--- src/pkg/pep_pkg.sv ---
// Package: register map, field layout, reset values and encodings of the port parity block
//
// Contract
// - While check_disable (control bit 0) is set no parity check is made and no parity error is ever flagged.
// - While bad_parity_inject (control bit 1) is set every word of a qualifying packet goes out with inverted parity.
//   The code keeps one match decision for both sources, so interleaved packets follow the latest header.
// - A packet qualifies only when header byte zero bits 7:0 equal the match length in control bits 15:8.
// - Injection covers both packets taken from the ingress link and packets the port originates itself.
// - A detected parity error sets parity_error_flag (status bit 0), which holds until software writes one to it.
// - A report is sent only when the status flag rises from zero to one, in the form chosen by reporting bits 1:0.
// - Reporting code 0x0 sends nothing, 0x1 sends ERR_COR, 0x2 sends ERR_NONFATAL, 0x3 sends ERR_FATAL.
// - After reset the reporting field holds 0x2 and check_disable, bad_parity_inject and match length are zero.
package pep_pkg;

    // ---------------------------------------------------------------
    // Register offsets (byte addresses)
    // ---------------------------------------------------------------
    localparam logic [11:0] PARITY_ERROR_CONTROL_OFFSET = 12'h740;
    localparam logic [11:0] PARITY_ERROR_STATUS_OFFSET = 12'h744;
    localparam logic [11:0] PARITY_ERROR_REPORTING_OFFSET = 12'h748;
    localparam logic [11:0] PARITY_IRQ_MASK_OFFSET = 12'h760;

    // ---------------------------------------------------------------
    // Field positions
    // ---------------------------------------------------------------
    localparam int CHECK_DISABLE_BIT = 0;
    localparam int BAD_PARITY_INJECT_BIT = 1;
    localparam int MATCH_LENGTH_LSB = 8;
    localparam int MATCH_LENGTH_MSB = 15;
    localparam int PARITY_ERROR_FLAG_BIT = 0;
    localparam int REPORT_LSB = 0;
    localparam int REPORT_MSB = 1;

    // ---------------------------------------------------------------
    // Reset values
    // ---------------------------------------------------------------
    localparam logic [31:0] CONTROL_RESET = 32'h0000_0000;
    localparam logic [1:0] REPORT_RESET = 2'h2;
    localparam logic IRQ_MASK_RESET = 1'h0;
    localparam logic [31:0] UNMAPPED_READ_VALUE = 32'h0000_0000;

    // ---------------------------------------------------------------
    // Report encodings
    // ---------------------------------------------------------------
    typedef enum logic [1:0] {
        REPORT_NONE = 2'h0,
        REPORT_COR = 2'h1,
        REPORT_NONFATAL = 2'h2,
        REPORT_FATAL = 2'h3
    } pep_report_type;

endpackage : pep_pkg

--- src/rtl/pep_parity_chk.sv ---
// Parity check of words arriving from the switch core
`timescale 1ns/1ps
`default_nettype none
module pep_parity_chk #(
    parameter int DATA_W = 32
) (
    input wire logic [DATA_W-1:0] data,
    input wire logic parity,
    input wire logic valid,
    input wire logic disable_check,
    output logic error
);
    always_comb begin
        error = valid && !disable_check && ((^data) != parity);
    end
endmodule : pep_parity_chk
`default_nettype wire

--- src/rtl/pep_parity_gen.sv ---
// Parity generation and optional corruption for words sent to the switch core
`timescale 1ns/1ps
`default_nettype none
module pep_parity_gen #(
    parameter int DATA_W = 32
) (
    input wire logic [DATA_W-1:0] data,
    input wire logic corrupt,
    output logic parity
);
    // Even parity; injection simply flips it so the core sees a mismatch
    always_comb begin
        parity = (^data) ^ corrupt;
    end
endmodule : pep_parity_gen
`default_nettype wire

--- src/rtl/pep_port_parity.sv ---
// Per-port end-to-end parity: check, generation, injection, status, reporting and registers
//
// Implementation choice: the Avalon-MM interface to the registers.
`timescale 1ns/1ps
`default_nettype none
module pep_port_parity #(
    parameter int DATA_W = 32
) (
    input wire logic ref_clk,
    input wire logic rst,
    // Avalon-MM slave
    input wire logic [11:0] avs_address,
    input wire logic avs_read,
    input wire logic avs_write,
    input wire logic [31:0] avs_writedata,
    input wire logic [3:0] avs_byteenable,
    output logic [31:0] avs_readdata,
    output logic avs_waitrequest,
    output logic [1:0] avs_response,
    // Data arriving from the switch core
    input wire logic [DATA_W-1:0] core_rx_data,
    input wire logic core_rx_parity,
    input wire logic core_rx_valid,
    // Packets from the ingress link toward the core
    input wire logic [DATA_W-1:0] link_tx_data,
    input wire logic link_tx_valid,
    input wire logic link_tx_sop,
    // Packets originated by the port toward the core
    input wire logic [DATA_W-1:0] own_tx_data,
    input wire logic own_tx_valid,
    input wire logic own_tx_sop,
    output logic own_tx_ready,
    // Toward the switch core
    output logic [DATA_W-1:0] core_tx_data,
    output logic core_tx_parity,
    output logic core_tx_valid,
    // Error message request to the root
    output logic err_msg_valid,
    output logic [1:0] err_msg_kind,
    output logic irq
);

    // ---------------------------------------------------------------
    // Registers
    // ---------------------------------------------------------------
    logic check_disable_reg, check_disable_next;
    logic bad_parity_inject_reg, bad_parity_inject_next;
    logic [7:0] match_length_reg, match_length_next;
    logic parity_error_flag_reg, parity_error_flag_next;
    logic [1:0] report_reg, report_next;
    logic irq_mask_reg, irq_mask_next;
    logic [31:0] avs_readdata_reg, avs_readdata_next;
    logic ack_reg, ack_next;
    logic [1:0] resp_reg, resp_next;
    logic err_msg_valid_reg, err_msg_valid_next;
    logic [1:0] err_msg_kind_reg, err_msg_kind_next;
    logic [DATA_W-1:0] core_tx_data_reg, core_tx_data_next;
    logic core_tx_parity_reg, core_tx_parity_next;
    logic core_tx_valid_reg, core_tx_valid_next;
    logic pkt_match_reg, pkt_match_next;

    logic parity_error;
    logic gen_parity;
    logic sel_valid, sel_sop, corrupt_word, word_match;
    logic [DATA_W-1:0] sel_data;
    logic wr_ctl, wr_sts, wr_rep, wr_msk, access;

    // ---------------------------------------------------------------
    // Check of core data
    // ---------------------------------------------------------------
    pep_parity_chk #(.DATA_W(DATA_W)) u_chk (
        .data(core_rx_data),
        .parity(core_rx_parity),
        .valid(core_rx_valid),
        .disable_check(check_disable_reg),
        .error(parity_error)
    );

    // ---------------------------------------------------------------
    // Transmit path: link traffic has priority, own packets wait
    // ---------------------------------------------------------------
    // Arbitration is per word: a link word always wins, so an own packet
    // interleaved with link traffic shares the stored match decision.
    always_comb begin
        own_tx_ready = !link_tx_valid;
        sel_valid = link_tx_valid || own_tx_valid;
        sel_data = link_tx_valid ? link_tx_data : own_tx_data;
        sel_sop = link_tx_valid ? link_tx_sop : own_tx_sop;
    end

    always_comb begin
        word_match = (sel_data[7:0] == match_length_reg);
        pkt_match_next = pkt_match_reg;
        if (sel_valid && sel_sop) begin
            pkt_match_next = word_match;
        end
        // Header word decides; later words follow the stored decision
        corrupt_word = bad_parity_inject_reg && (sel_sop ? word_match : pkt_match_reg);
    end

    pep_parity_gen #(.DATA_W(DATA_W)) u_gen (
        .data(sel_data),
        .corrupt(corrupt_word),
        .parity(gen_parity)
    );

    always_comb begin
        core_tx_valid_next = sel_valid;
        core_tx_data_next = sel_valid ? sel_data : core_tx_data_reg;
        core_tx_parity_next = sel_valid ? gen_parity : core_tx_parity_reg;
    end

    always_ff @(posedge ref_clk) begin
        if (rst) begin
            core_tx_valid_reg <= 1'b0;
            core_tx_data_reg <= '0;
            core_tx_parity_reg <= 1'b0;
            pkt_match_reg <= 1'b0;
        end else begin
            core_tx_valid_reg <= core_tx_valid_next;
            core_tx_data_reg <= core_tx_data_next;
            core_tx_parity_reg <= core_tx_parity_next;
            pkt_match_reg <= pkt_match_next;
        end
    end

    // ---------------------------------------------------------------
    // Register bus
    // ---------------------------------------------------------------
    // Every access answers one cycle after it is presented
    always_comb begin
        access = (avs_read || avs_write) && !ack_reg;
        // Writes land only at the edge where waitrequest is low, as the master expects
        wr_ctl = avs_write && ack_reg && avs_address == pep_pkg::PARITY_ERROR_CONTROL_OFFSET;
        wr_sts = avs_write && ack_reg && avs_address == pep_pkg::PARITY_ERROR_STATUS_OFFSET;
        wr_rep = avs_write && ack_reg && avs_address == pep_pkg::PARITY_ERROR_REPORTING_OFFSET;
        wr_msk = avs_write && ack_reg && avs_address == pep_pkg::PARITY_IRQ_MASK_OFFSET;
        ack_next = access;
        resp_next = 2'h0;
        avs_readdata_next = pep_pkg::UNMAPPED_READ_VALUE;
        if (access) begin
            unique case (avs_address)
                pep_pkg::PARITY_ERROR_CONTROL_OFFSET: begin
                    avs_readdata_next[pep_pkg::CHECK_DISABLE_BIT] = check_disable_reg;
                    avs_readdata_next[pep_pkg::BAD_PARITY_INJECT_BIT] = bad_parity_inject_reg;
                    avs_readdata_next[pep_pkg::MATCH_LENGTH_MSB:pep_pkg::MATCH_LENGTH_LSB] = match_length_reg;
                end
                pep_pkg::PARITY_ERROR_STATUS_OFFSET: begin
                    avs_readdata_next[pep_pkg::PARITY_ERROR_FLAG_BIT] = parity_error_flag_reg;
                end
                pep_pkg::PARITY_ERROR_REPORTING_OFFSET: begin
                    avs_readdata_next[pep_pkg::REPORT_MSB:pep_pkg::REPORT_LSB] = report_reg;
                end
                pep_pkg::PARITY_IRQ_MASK_OFFSET: begin
                    avs_readdata_next[0] = irq_mask_reg;
                end
                default: begin
                    resp_next = 2'h2;
                end
            endcase
            if (avs_write) begin
                avs_readdata_next = pep_pkg::UNMAPPED_READ_VALUE;
            end
        end
    end

    always_comb begin
        check_disable_next = check_disable_reg;
        bad_parity_inject_next = bad_parity_inject_reg;
        match_length_next = match_length_reg;
        report_next = report_reg;
        irq_mask_next = irq_mask_reg;
        // Only documented fields are stored; reserved bits are dropped
        if (wr_ctl && avs_byteenable[0]) begin
            check_disable_next = avs_writedata[pep_pkg::CHECK_DISABLE_BIT];
            bad_parity_inject_next = avs_writedata[pep_pkg::BAD_PARITY_INJECT_BIT];
        end
        if (wr_ctl && avs_byteenable[1]) begin
            match_length_next = avs_writedata[pep_pkg::MATCH_LENGTH_MSB:pep_pkg::MATCH_LENGTH_LSB];
        end
        if (wr_rep && avs_byteenable[0]) begin
            report_next = avs_writedata[pep_pkg::REPORT_MSB:pep_pkg::REPORT_LSB];
        end
        if (wr_msk && avs_byteenable[0]) begin
            irq_mask_next = avs_writedata[0];
        end
    end

    // ---------------------------------------------------------------
    // Status flag and reporting
    // ---------------------------------------------------------------
    always_comb begin
        parity_error_flag_next = parity_error_flag_reg;
        if (wr_sts && avs_byteenable[0] && avs_writedata[pep_pkg::PARITY_ERROR_FLAG_BIT]) begin
            parity_error_flag_next = 1'b0;
        end
        // A new error in the clearing cycle wins over the clear
        if (parity_error) begin
            parity_error_flag_next = 1'b1;
        end
        // Message only on the rising edge of the flag
        err_msg_valid_next = parity_error && !parity_error_flag_reg
            && report_reg != pep_pkg::REPORT_NONE;
        err_msg_kind_next = err_msg_valid_next ? report_reg : err_msg_kind_reg;
    end

    always_ff @(posedge ref_clk) begin
        if (rst) begin
            check_disable_reg <= 1'b0;
            bad_parity_inject_reg <= 1'b0;
            match_length_reg <= 8'h00;
            report_reg <= pep_pkg::REPORT_RESET;
            irq_mask_reg <= pep_pkg::IRQ_MASK_RESET;
            parity_error_flag_reg <= 1'b0;
            err_msg_valid_reg <= 1'b0;
            err_msg_kind_reg <= 2'h0;
            avs_readdata_reg <= 32'h0000_0000;
            ack_reg <= 1'b0;
            resp_reg <= 2'h0;
        end else begin
            check_disable_reg <= check_disable_next;
            bad_parity_inject_reg <= bad_parity_inject_next;
            match_length_reg <= match_length_next;
            report_reg <= report_next;
            irq_mask_reg <= irq_mask_next;
            parity_error_flag_reg <= parity_error_flag_next;
            err_msg_valid_reg <= err_msg_valid_next;
            err_msg_kind_reg <= err_msg_kind_next;
            avs_readdata_reg <= avs_readdata_next;
            ack_reg <= ack_next;
            resp_reg <= resp_next;
        end
    end

    // ---------------------------------------------------------------
    // Outputs
    // ---------------------------------------------------------------
    always_comb begin
        avs_waitrequest = (avs_read || avs_write) && !ack_reg;
        avs_readdata = avs_readdata_reg;
        avs_response = resp_reg;
        core_tx_data = core_tx_data_reg;
        core_tx_parity = core_tx_parity_reg;
        core_tx_valid = core_tx_valid_reg;
        err_msg_valid = err_msg_valid_reg;
        err_msg_kind = err_msg_kind_reg;
        irq = parity_error_flag_reg && irq_mask_reg;
    end

endmodule : pep_port_parity
`default_nettype wire

--- config.mk ---
export PLATFORM = sky130hd
export DESIGN_NAME = pep_port_parity
export DESIGN_NICKNAME = d
export VERILOG_FILES = /design/src/pkg/pep_pkg.sv /design/src/rtl/pep_parity_chk.sv /design/src/rtl/pep_parity_gen.sv /design/src/rtl/pep_port_parity.sv
export SDC_FILE = /design/constraint.sdc
export NUM_CORES = 1
export LEC_CHECK = 0
export ABC_CLOCK_PERIOD_IN_PS = 3400
export BUFFER_PORTS_ARGS = -buffer_cell sky130_fd_sc_hd__buf_2
export CELL_PAD_IN_SITES_DETAIL_PLACEMENT = 2
export CELL_PAD_IN_SITES_GLOBAL_PLACEMENT = 2
export CORE_ASPECT_RATIO = 2
export CORE_MARGIN = 3
export CORE_UTILIZATION = 26
export CTS_BUF_LIST = sky130_fd_sc_hd__clkbuf_8
export DETAILED_ROUTE_END_ITERATION = 12
export PLACE_DENSITY = 0.92
export SYNTH_ARGS = -nofsm -noshare
export SYNTH_HDL_FRONTEND = slang
export SYNTH_SLANG_ARGS = --single-unit
--- constraint.sdc ---
create_clock -name ref_clk -period 3.4 [get_ports ref_clk]
set_input_delay 0 -clock ref_clk [delete_from_list [all_inputs] [get_ports ref_clk]]
set_output_delay 0 -clock ref_clk [all_outputs]
set_load 0.005 [all_outputs]
==> impl_summary.md, run 1 <==
Status
The flow ran to the end, and the final reports show no timing, DRC or antenna violations.

Floorplan
The number of placement rows is just over 60. around 230 I/O pins were placed. The core region is 14400 um2. The die is 92.2 um wide. The initial core utilization is 26.8%.

The die covers 16400 um2. The die height is 178 um.

Timing
For the pin with the worst max-slew slack, the measured transition is 1060 ps. The total of endpoints with negative setup slack in the final report is 0. The max-slew violation total from the final report came to 0. On the final layout, the worst clock skew is around 7.4 ps. The highest clock rate is 0.464 GHz. In the post-route analysis, the smallest setup slack over all paths is 1240 ps. Setup repair after global routing left no endpoint under its margin.

The time the final worst path needs with I/O delays and setup is around 2200 ps. The setup TNS after final layout is 0 ps. The worst pin sits at a relative slew slack of 29.6%. The final period utilization is 63.4%. The count of final hold-check violations is 0.

Clock network
The number of gates resized after cts is 0. Clock tree synthesis found a total of 64 sinks. Clock-pin slew was measured on the worst setup and hold paths at ~80 ps. Once the clock tree was built, the setup fixing pass inserted 0 buffers. The maximum level of the CTS H-tree is 3. The hold buffer count at cts is 42. The maximum number of buffers from clock root to sink is 2. The cell at the root of the clock tree is clkbuf_8. The number of buffers created by CTS is 9. The clock network latency to the later pin of the worst-skew pair is roughly 350 ps.

TritonCTS built the clock tree.

Yosys
After synthesis, the mean cell area works out to 8.73 um2. After synthesis the cells add up to around 3900 um2. In this run, synthesis inferred 0 flip-flops with an integrated enable. Sorting the synthesized cells by how often they occur yields nor2_1, dfxtp_1, mux2i_1. After synthesis, the largest area contributor takes up 33.2% of total cell area. Synthesis instantiated 39 different standard cells from the library. The fraction of the yosys area taken by sequential cells is 33.2%.

For this run, asynchronously set or reset flops after synthesis account for 0%. In the post-synthesis netlist, the biggest area contributors are dfxtp_1, mux2i_1, xnor2_1. The synthesis-stage register bit count is 64. Among all cell types in the netlist, the one instantiated most often is nor2_1.

The biggest area contributor in the post-synthesis netlist is dfxtp_1. For this run, the number of Yosys warnings is 0. The cell count after synthesis came out at 442. The dominant register cell in the synthesized netlist is dfxtp_1.

Finish
The flip-flop count of the largest register after layout is 32. Relative to the synthesized area, the layout overhead comes to 42.5%. At the end of the flow, the number of nets in the layout was about 810. Of the cells placed in the final design, the portion with a size suffix greater than 1 is 31.0%.

Global routing
Entering global routing, the biggest net connects 53 pins. For this run the aggregate overflow at the end of global routing stands at 0. The number of antenna violations at the first check in global routing was 1.

Global routing consumed, over all layers together, between 10% and 20% of the routing resources. The via count of the first global-routing pass is 4670. The first global-routing pass estimated 24.4 mm of wire.

Setup path
Along the worst path, the maximum fanout reaches 2. The worst setup path is launched from an input pin. STA classifies the critical path endpoint as a register. STA puts the critical path data arrival time at 2430 ps. On the worst path, the slowest cell contributes a delay of around 540 ps.

The number of buffer and inverter instances along the worst setup path is 2. The logic depth of the worst register-to-register path is 6. For the worst setup path, the data required time is 3680 ps. Counting buffers and inverters, the worst setup path is 9 cells deep. The critical path is of the input pin to register type. In this design, the largest share of critical-path delay is due to XOR/XNOR gates. The library cell contributing the largest single delay on the critical path is dlygate4sd3_1. The critical path goes through dlygate4sd3_1 -> buf_2 -> xnor2_1 -> nor2_1 -> a21oi_1 -> xnor2_1 -> xnor3_1 -> xnor3_1 -> a211oi_2.

Pwr
In this run switching power makes up 30.4% of total power. Power spread over the standard cell area amounts to 425 nW/um2. Of the total power, the clock network draws 32.9%. In this run the static leakage power is 0.00260 uW.

The switching component of the power is 711 uW. Internal power comes to roughly 1600 uW. Sequential cells burn 35.4% of the power.

The part of the power in combinational logic is 31.7%. Across the VDD grid, the largest voltage drop is about 0.00023 V.

Detailed routing
The via count normalized by instance count is 4.61. Summed over all layers, the routed wires come to 15.5 mm. The remaining antenna violation count after routing is 0.

The total DRC errors in the routed layout is 0. The first detailed-routing pass took 4 iterations. After detailed routing, the average wire length per cell comes to 18.1 um. In this run, the number of DRC markers left after iteration 0 of detailed routing was 74. The overall via count from detail_route is 3941.

Hold path
The count of cells along the worst hold path is 3. The worst hold path class is input pin to register.

Placed design
Timing analysis after detailed placement gives a worst setup slack of 889 ps. Routability-driven placement finished with a final weighted congestion of 0.829. Input and output buffers added on the ports amount to 180. The placed wire-length estimate after detailed placement is about 12 mm.

Job
The max-cap violation count is 0.
==> layer usage <==
layer / up-vias / GRT usage [%] / routed length [um]
met4: 0 / 8.13 / 477
met5: - / 0 / 0
met1: 1903 / 16.8 / 4960
li1: 1856 / - / -
met3: 32 / 4.39 / 826
met2: 150 / 39.9 / 9230
==> placed cells by master, fill, tap and decap left out, types with 4 or more instances in the layout <==
cell type / n
xor2_1: 22
a21oi_1: 39
clkbuf_8: 9
buf_4: 4
nor2_1: 98
mux2i_1: 59
buf_2: 180
and2_1: 13
dfxtp_1: 64
xnor2_1: 55
xnor3_1: 5
conb_1: 23
nand3_1: 4
dlygate4sd3_1: 42
==> power by group through the flow <==
stage               clock network (uW)  logic, uW  registers [uW]
floorplan                            0        483             841
global placement                     0        677             839
detailed placement                   0        709             842
CTS                                798        755             827
global route                       827        820             832
finish                             769        742             828
==> cell type report <==
cell class                 count  area [um2]
antenna                        1        2.50
clock inverter                 7         103
timing repair buffer         226        1350
tap                          192         240
multi-input combinational    355        2400
clock buffer                   9         124
fill                        1657        8930
inverter                       1        3.75
sequential                    64        1280
==> stage by stage <==
step	hold slack [ps]	cell area (um2)	std cells	power [uW]	util [%]
6_report	53.0	5500	855	2340	38.1
5_1_grt	61.7	5500	855	2480	38.1
4_1_cts	15.0	5500	854	2380	38.1
3_5_place_dp	244	4850	796	1550	33.6
3_3_place_gp	229	4850	796	1520	33.6
2_1_floorplan	118	3940	464	1320	-
==> kinds of logic after synthesis <==
logic type      Yosys count  synth area share, %
xor+xnor                 82                 20.4
simple gates            138                 16.0
other cells               1               0.0972
compound gates           51                 7.46
buf+inv                  45                 6.87
flops                    64                 33.2
mux                      61                 16.0
==> worst min-delay path, stage by stage <==
cell and delay [ps]:
buf_2 110, nand2b_1 170, nor2_1 70
==> final timing paths <==
kind / from / to / slack, ps
worst max register to register: match_length_reg[4] / core_tx_parity / 1600
worst min-delay path: avs_write / avs_readdata[1] / 50
worst max-delay path: link_tx_data[24] / core_tx_parity / 1240
worst min register to register: pkt_match_reg / pkt_match_reg / 510
No activity file was read; power rests on OpenSTA's default activity.
==> run 2, diff against run 1 <==
--- a/config.mk
+++ b/config.mk
@@ -5,16 +5,17 @@
 export SDC_FILE = /design/constraint.sdc
 export NUM_CORES = 1
 export LEC_CHECK = 0
-export ABC_CLOCK_PERIOD_IN_PS = 3400
+export ABC_AREA = 1
+export ABC_CLOCK_PERIOD_IN_PS = 2250
 export BUFFER_PORTS_ARGS = -buffer_cell sky130_fd_sc_hd__buf_2
 export CELL_PAD_IN_SITES_DETAIL_PLACEMENT = 2
 export CELL_PAD_IN_SITES_GLOBAL_PLACEMENT = 2
 export CORE_ASPECT_RATIO = 2
 export CORE_MARGIN = 3
-export CORE_UTILIZATION = 26
+export CORE_UTILIZATION = 22
 export CTS_BUF_LIST = sky130_fd_sc_hd__clkbuf_8
 export DETAILED_ROUTE_END_ITERATION = 12
-export PLACE_DENSITY = 0.92
+export PLACE_DENSITY = 0.86
 export SYNTH_ARGS = -nofsm -noshare
 export SYNTH_HDL_FRONTEND = slang
 export SYNTH_SLANG_ARGS = --single-unit
==> constraint.sdc (replaced) <==
create_clock -name ref_clk -period 2.25 [get_ports ref_clk]
set_input_delay 0 -clock ref_clk [delete_from_list [all_inputs] [get_ports ref_clk]]
set_output_delay 0 -clock ref_clk [all_outputs]
set_load 0.005 [all_outputs]
==> impl_summary.md, run 2 <==
Clock network
The cell at the root of the clock tree is clkbuf_8. At the later pin of the worst-skew pair, clock insertion delay measures 350 ps. The maximum level of the CTS H-tree is 3. TritonCTS built the clock tree.

After clock tree synthesis, the setup repair step added 0 buffers. The number of gates resized after cts is 0. The number of buffers created by CTS is 9. After clock tree synthesis, the clock-pin slew on the worst setup and hold paths is 80 ps. The maximum number of buffers from clock root to sink is 2. In this run, post-CTS hold repair placed 20 buffers. The clock drives 64 sinks.

Setup path
The data required time of the worst path is 2500 ps. The number of buffer and inverter instances along the worst setup path is 5. The slowest stage of the critical path belongs to the cell dlygate4sd3_1. Counting stages on the worst path, the most repeated cell is nand2_1.

The data arrival time of the worst path is around 1900 ps. The worst setup path is captured at a register. In this run the worst path has a maximum fanout of 3. The worst setup path category is input pin to register.

The category of cells accounting for the largest share of critical-path delay is simple AND/OR/NAND/NOR gates. The largest single stage delay on the critical path is 540 ps. The signal on the critical path passes through dlygate4sd3_1 -> buf_2 -> nand2_1 -> nand2_1 -> nand2_1 -> nand2_1 -> nand2_1 -> inv_1 -> nor2_1 -> nand2_1 -> nand2_1 -> inv_1 -> nand2_1 -> nand2_1 -> nand2_1 -> nand2_1 -> nand2_1 -> nand3_1 -> nand2_1 -> inv_1. The worst setup path is launched from an input pin.

Finish
Leaving out fill and tap cells, the most frequent cells in the layout are nand2_1, buf_2, inv_1. The flip-flop count of the largest register after layout is 32. The ratio of cells with drive above 1 in the final layout is ~20%. The area growth from synthesis to layout is 32.0%. The final cell count without fillers is 1371. The number of antenna cells inserted is 0. Leaving out fill and tap cells, the most frequent cell in the layout is nand2_1. The net count of the finished layout is 1251.

Timing
The count of final hold-check violations came to 0. The max-slew violation total from the final report was 0. Subtracting the final worst setup slack from the clock period gives about 1700 ps.

After routing, the total negative slack on setup checks comes to 0 ps. Setup violations remaining at the end of the flow were counted as 0. The final period utilization is ~74%. Setup repair after global routing left no endpoint under its margin. Based on the critical path, the design can be clocked at up to 0.597 GHz.

The worst setup skew after layout is 14.3 ps.

Detailed routing
The number of iterations in the first detailed-routing pass is 4. The via count normalized by instance count is roughly 4.5. The routed design uses about 840 um of met3 wire. Summing over every cut layer, the via total after detailed routing is 6137. In the final routed layout, each cell accounts on average for 14.1 um. The number of violations reported at the end of detailed-routing iteration 0 is 182. The total met2 wirelength after detailed routing is 11.5 mm.

The total routed wire length on the met1 layer is 6.63 mm. The top layer used by detailed routing is met4. Wires add up to 19.3 mm. The total DRC errors in the routed layout is 0.

The remaining antenna violation count after routing is 0.

Yosys
The dominant register cell in the synthesized netlist is dfxtp_1. The share of synthesized flip-flops with an asynchronous set or reset is 0%. Synthesis produced roughly 900 cells. After synthesis, flip-flops and latches occupy between 20% and 30% of the total area. The number of flops mapped to enable cells by yosys is 0. The share of synthesized area in the top cell type comes to 37.9%. Ranked by instance count, the synthesized netlist is headed by nand2_1, inv_1, dfxtp_1. By instance count, the leading cell after synthesis is nand2_1. The mean instance size in the synthesized netlist is 5.30 um2. Of all cell types, the one taking the most synthesized area is nand2_1. Ranked by total cell area, the synthesized netlist is headed by nand2_1, dfxtp_1, inv_1. The number of warnings printed during yosys synthesis is 0. The synthesis-stage register bit count is 64. In this run the cell area of the synthesized design comes to 4800 um2.

The count of unique library cells instantiated by Yosys is 27.

Status
The flow ran to the end, and the final reports show no timing, DRC or antenna violations.

Placed design
The placed wire-length estimate after detailed placement is 15.9 mm. The total instance count after detailed placement is 1335. The congestion estimate from routability-driven global placement came to approximately 0.75. The count of buffers from port buffering is 180.

Floorplan
The die is approximately 210 um tall. The width of the chip is 110 um. The number of placement rows is 75. The area inside the core boundary is 21200 um2. The count of pins on the block boundary is 228. For this configuration, the core starts out at a cell density of 22.6%. The full die area is between 20000 and 25000 um2.

Global routing
The overall overflow remaining after global route is 0. The number of antenna violations at the first check in global routing is 0. The global-route wire length before repair is 31.9 mm. The via count of the first global-routing pass is 6967. Entering global routing, the biggest net connects 56 pins. Global routing used between 15 and 20% of the available tracks across all layers.

Pwr
For this design the ratio of total power to cell area is about 550 nW/um2. The static leakage power is 0.00391 uW. Across the VDD grid, the largest voltage drop is 0.000260 V.

Hold path
The worst hold path class is input pin to register.

Job
Across the run, the number of max-cap violations was 0.
==> run 2: cell types whose count changed in the layout (fill, tap and decap cells not counted), sizes merged, moves of 5 or more <==
cell         before  now
a211oi            3    8
and2             13    0
dlygate4sd3      42   20
inv               4  135
mux2i            61    0
nand2             2  488
nand3             4   16
nor2             99   44
o21ai             3   46
xnor2            55    0
xnor3             5    0
xor2             22    3
==> run 2: layer usage <==
| metal | up-vias | global-route usage, % |
|---|---|---|
| li1 | 3048 | - |
| met1 | 2922 | 14.7 |
| met2 | 145 | 34.8 |
| met3 | 22 | 2.79 |
| met4 | 0 | 4.73 |
| met5 | - | 0 |
==> run 2: logic make-up after synthesis <==
logic type	synth area share, %
buffers and inverters	17.0
AOI/OAI and AO/OA	10.8
xor gates and xnor gates	0.547
other	0.0781
DFF	26.7
and+or+nand+nor	44.9
==> run 2: layout make-up <==
class,instances,area [um2]
Inverter,135,507
Sequential cell,64,1280
Fill cell,2771,14900
Timing Repair Buffer,205,1180
Multi-Input combinational cell,682,2790
Clock buffer,10,138
Tap cell,269,337
Clock inverter,6,116
==> run 2: power by group <==
part,leakage [uW],switching [uW],internal (uW),total (uW)
clock network,0.000127,515,772,1290
logic,0.00325,618,366,984
registers,0.000527,29.9,1190,1220
==> run 2: path summary, 6_finish.rpt <==
check | startpoint | endpoint | slack (ps) | cells after the start
max | link_tx_data[10] | core_tx_parity | 580 | 20
min | link_tx_data[9] | core_tx_data[9] | 30 | 5
max reg2reg | match_length_reg[1] | core_tx_parity | 750 | 11
min reg2reg | match_length_reg[4] | avs_readdata[12] | 490 | 2
==> run 2: metrics by stage <==
stage	power, uW	setup WS [ps]	area [um2]	hold WS [ps]	util [%]
final	3490	576	6340	33.4	29.9
after global routing	3760	343	6340	40.4	29.9
after CTS	3580	579	6340	1.52	29.9
after detailed placement	2220	305	5890	270	27.8
after global placement	2160	392	5890	261	27.8
after floorplan	1850	910	4890	125	-
==> run 2: worst register-to-register path, delay by kind of cell (launching register included) <==
family,cells,cell delay [ps]
flops,1,300
simple gates,5,440
buf+inv,3,200
compound gates,2,310
xor+xnor,1,140
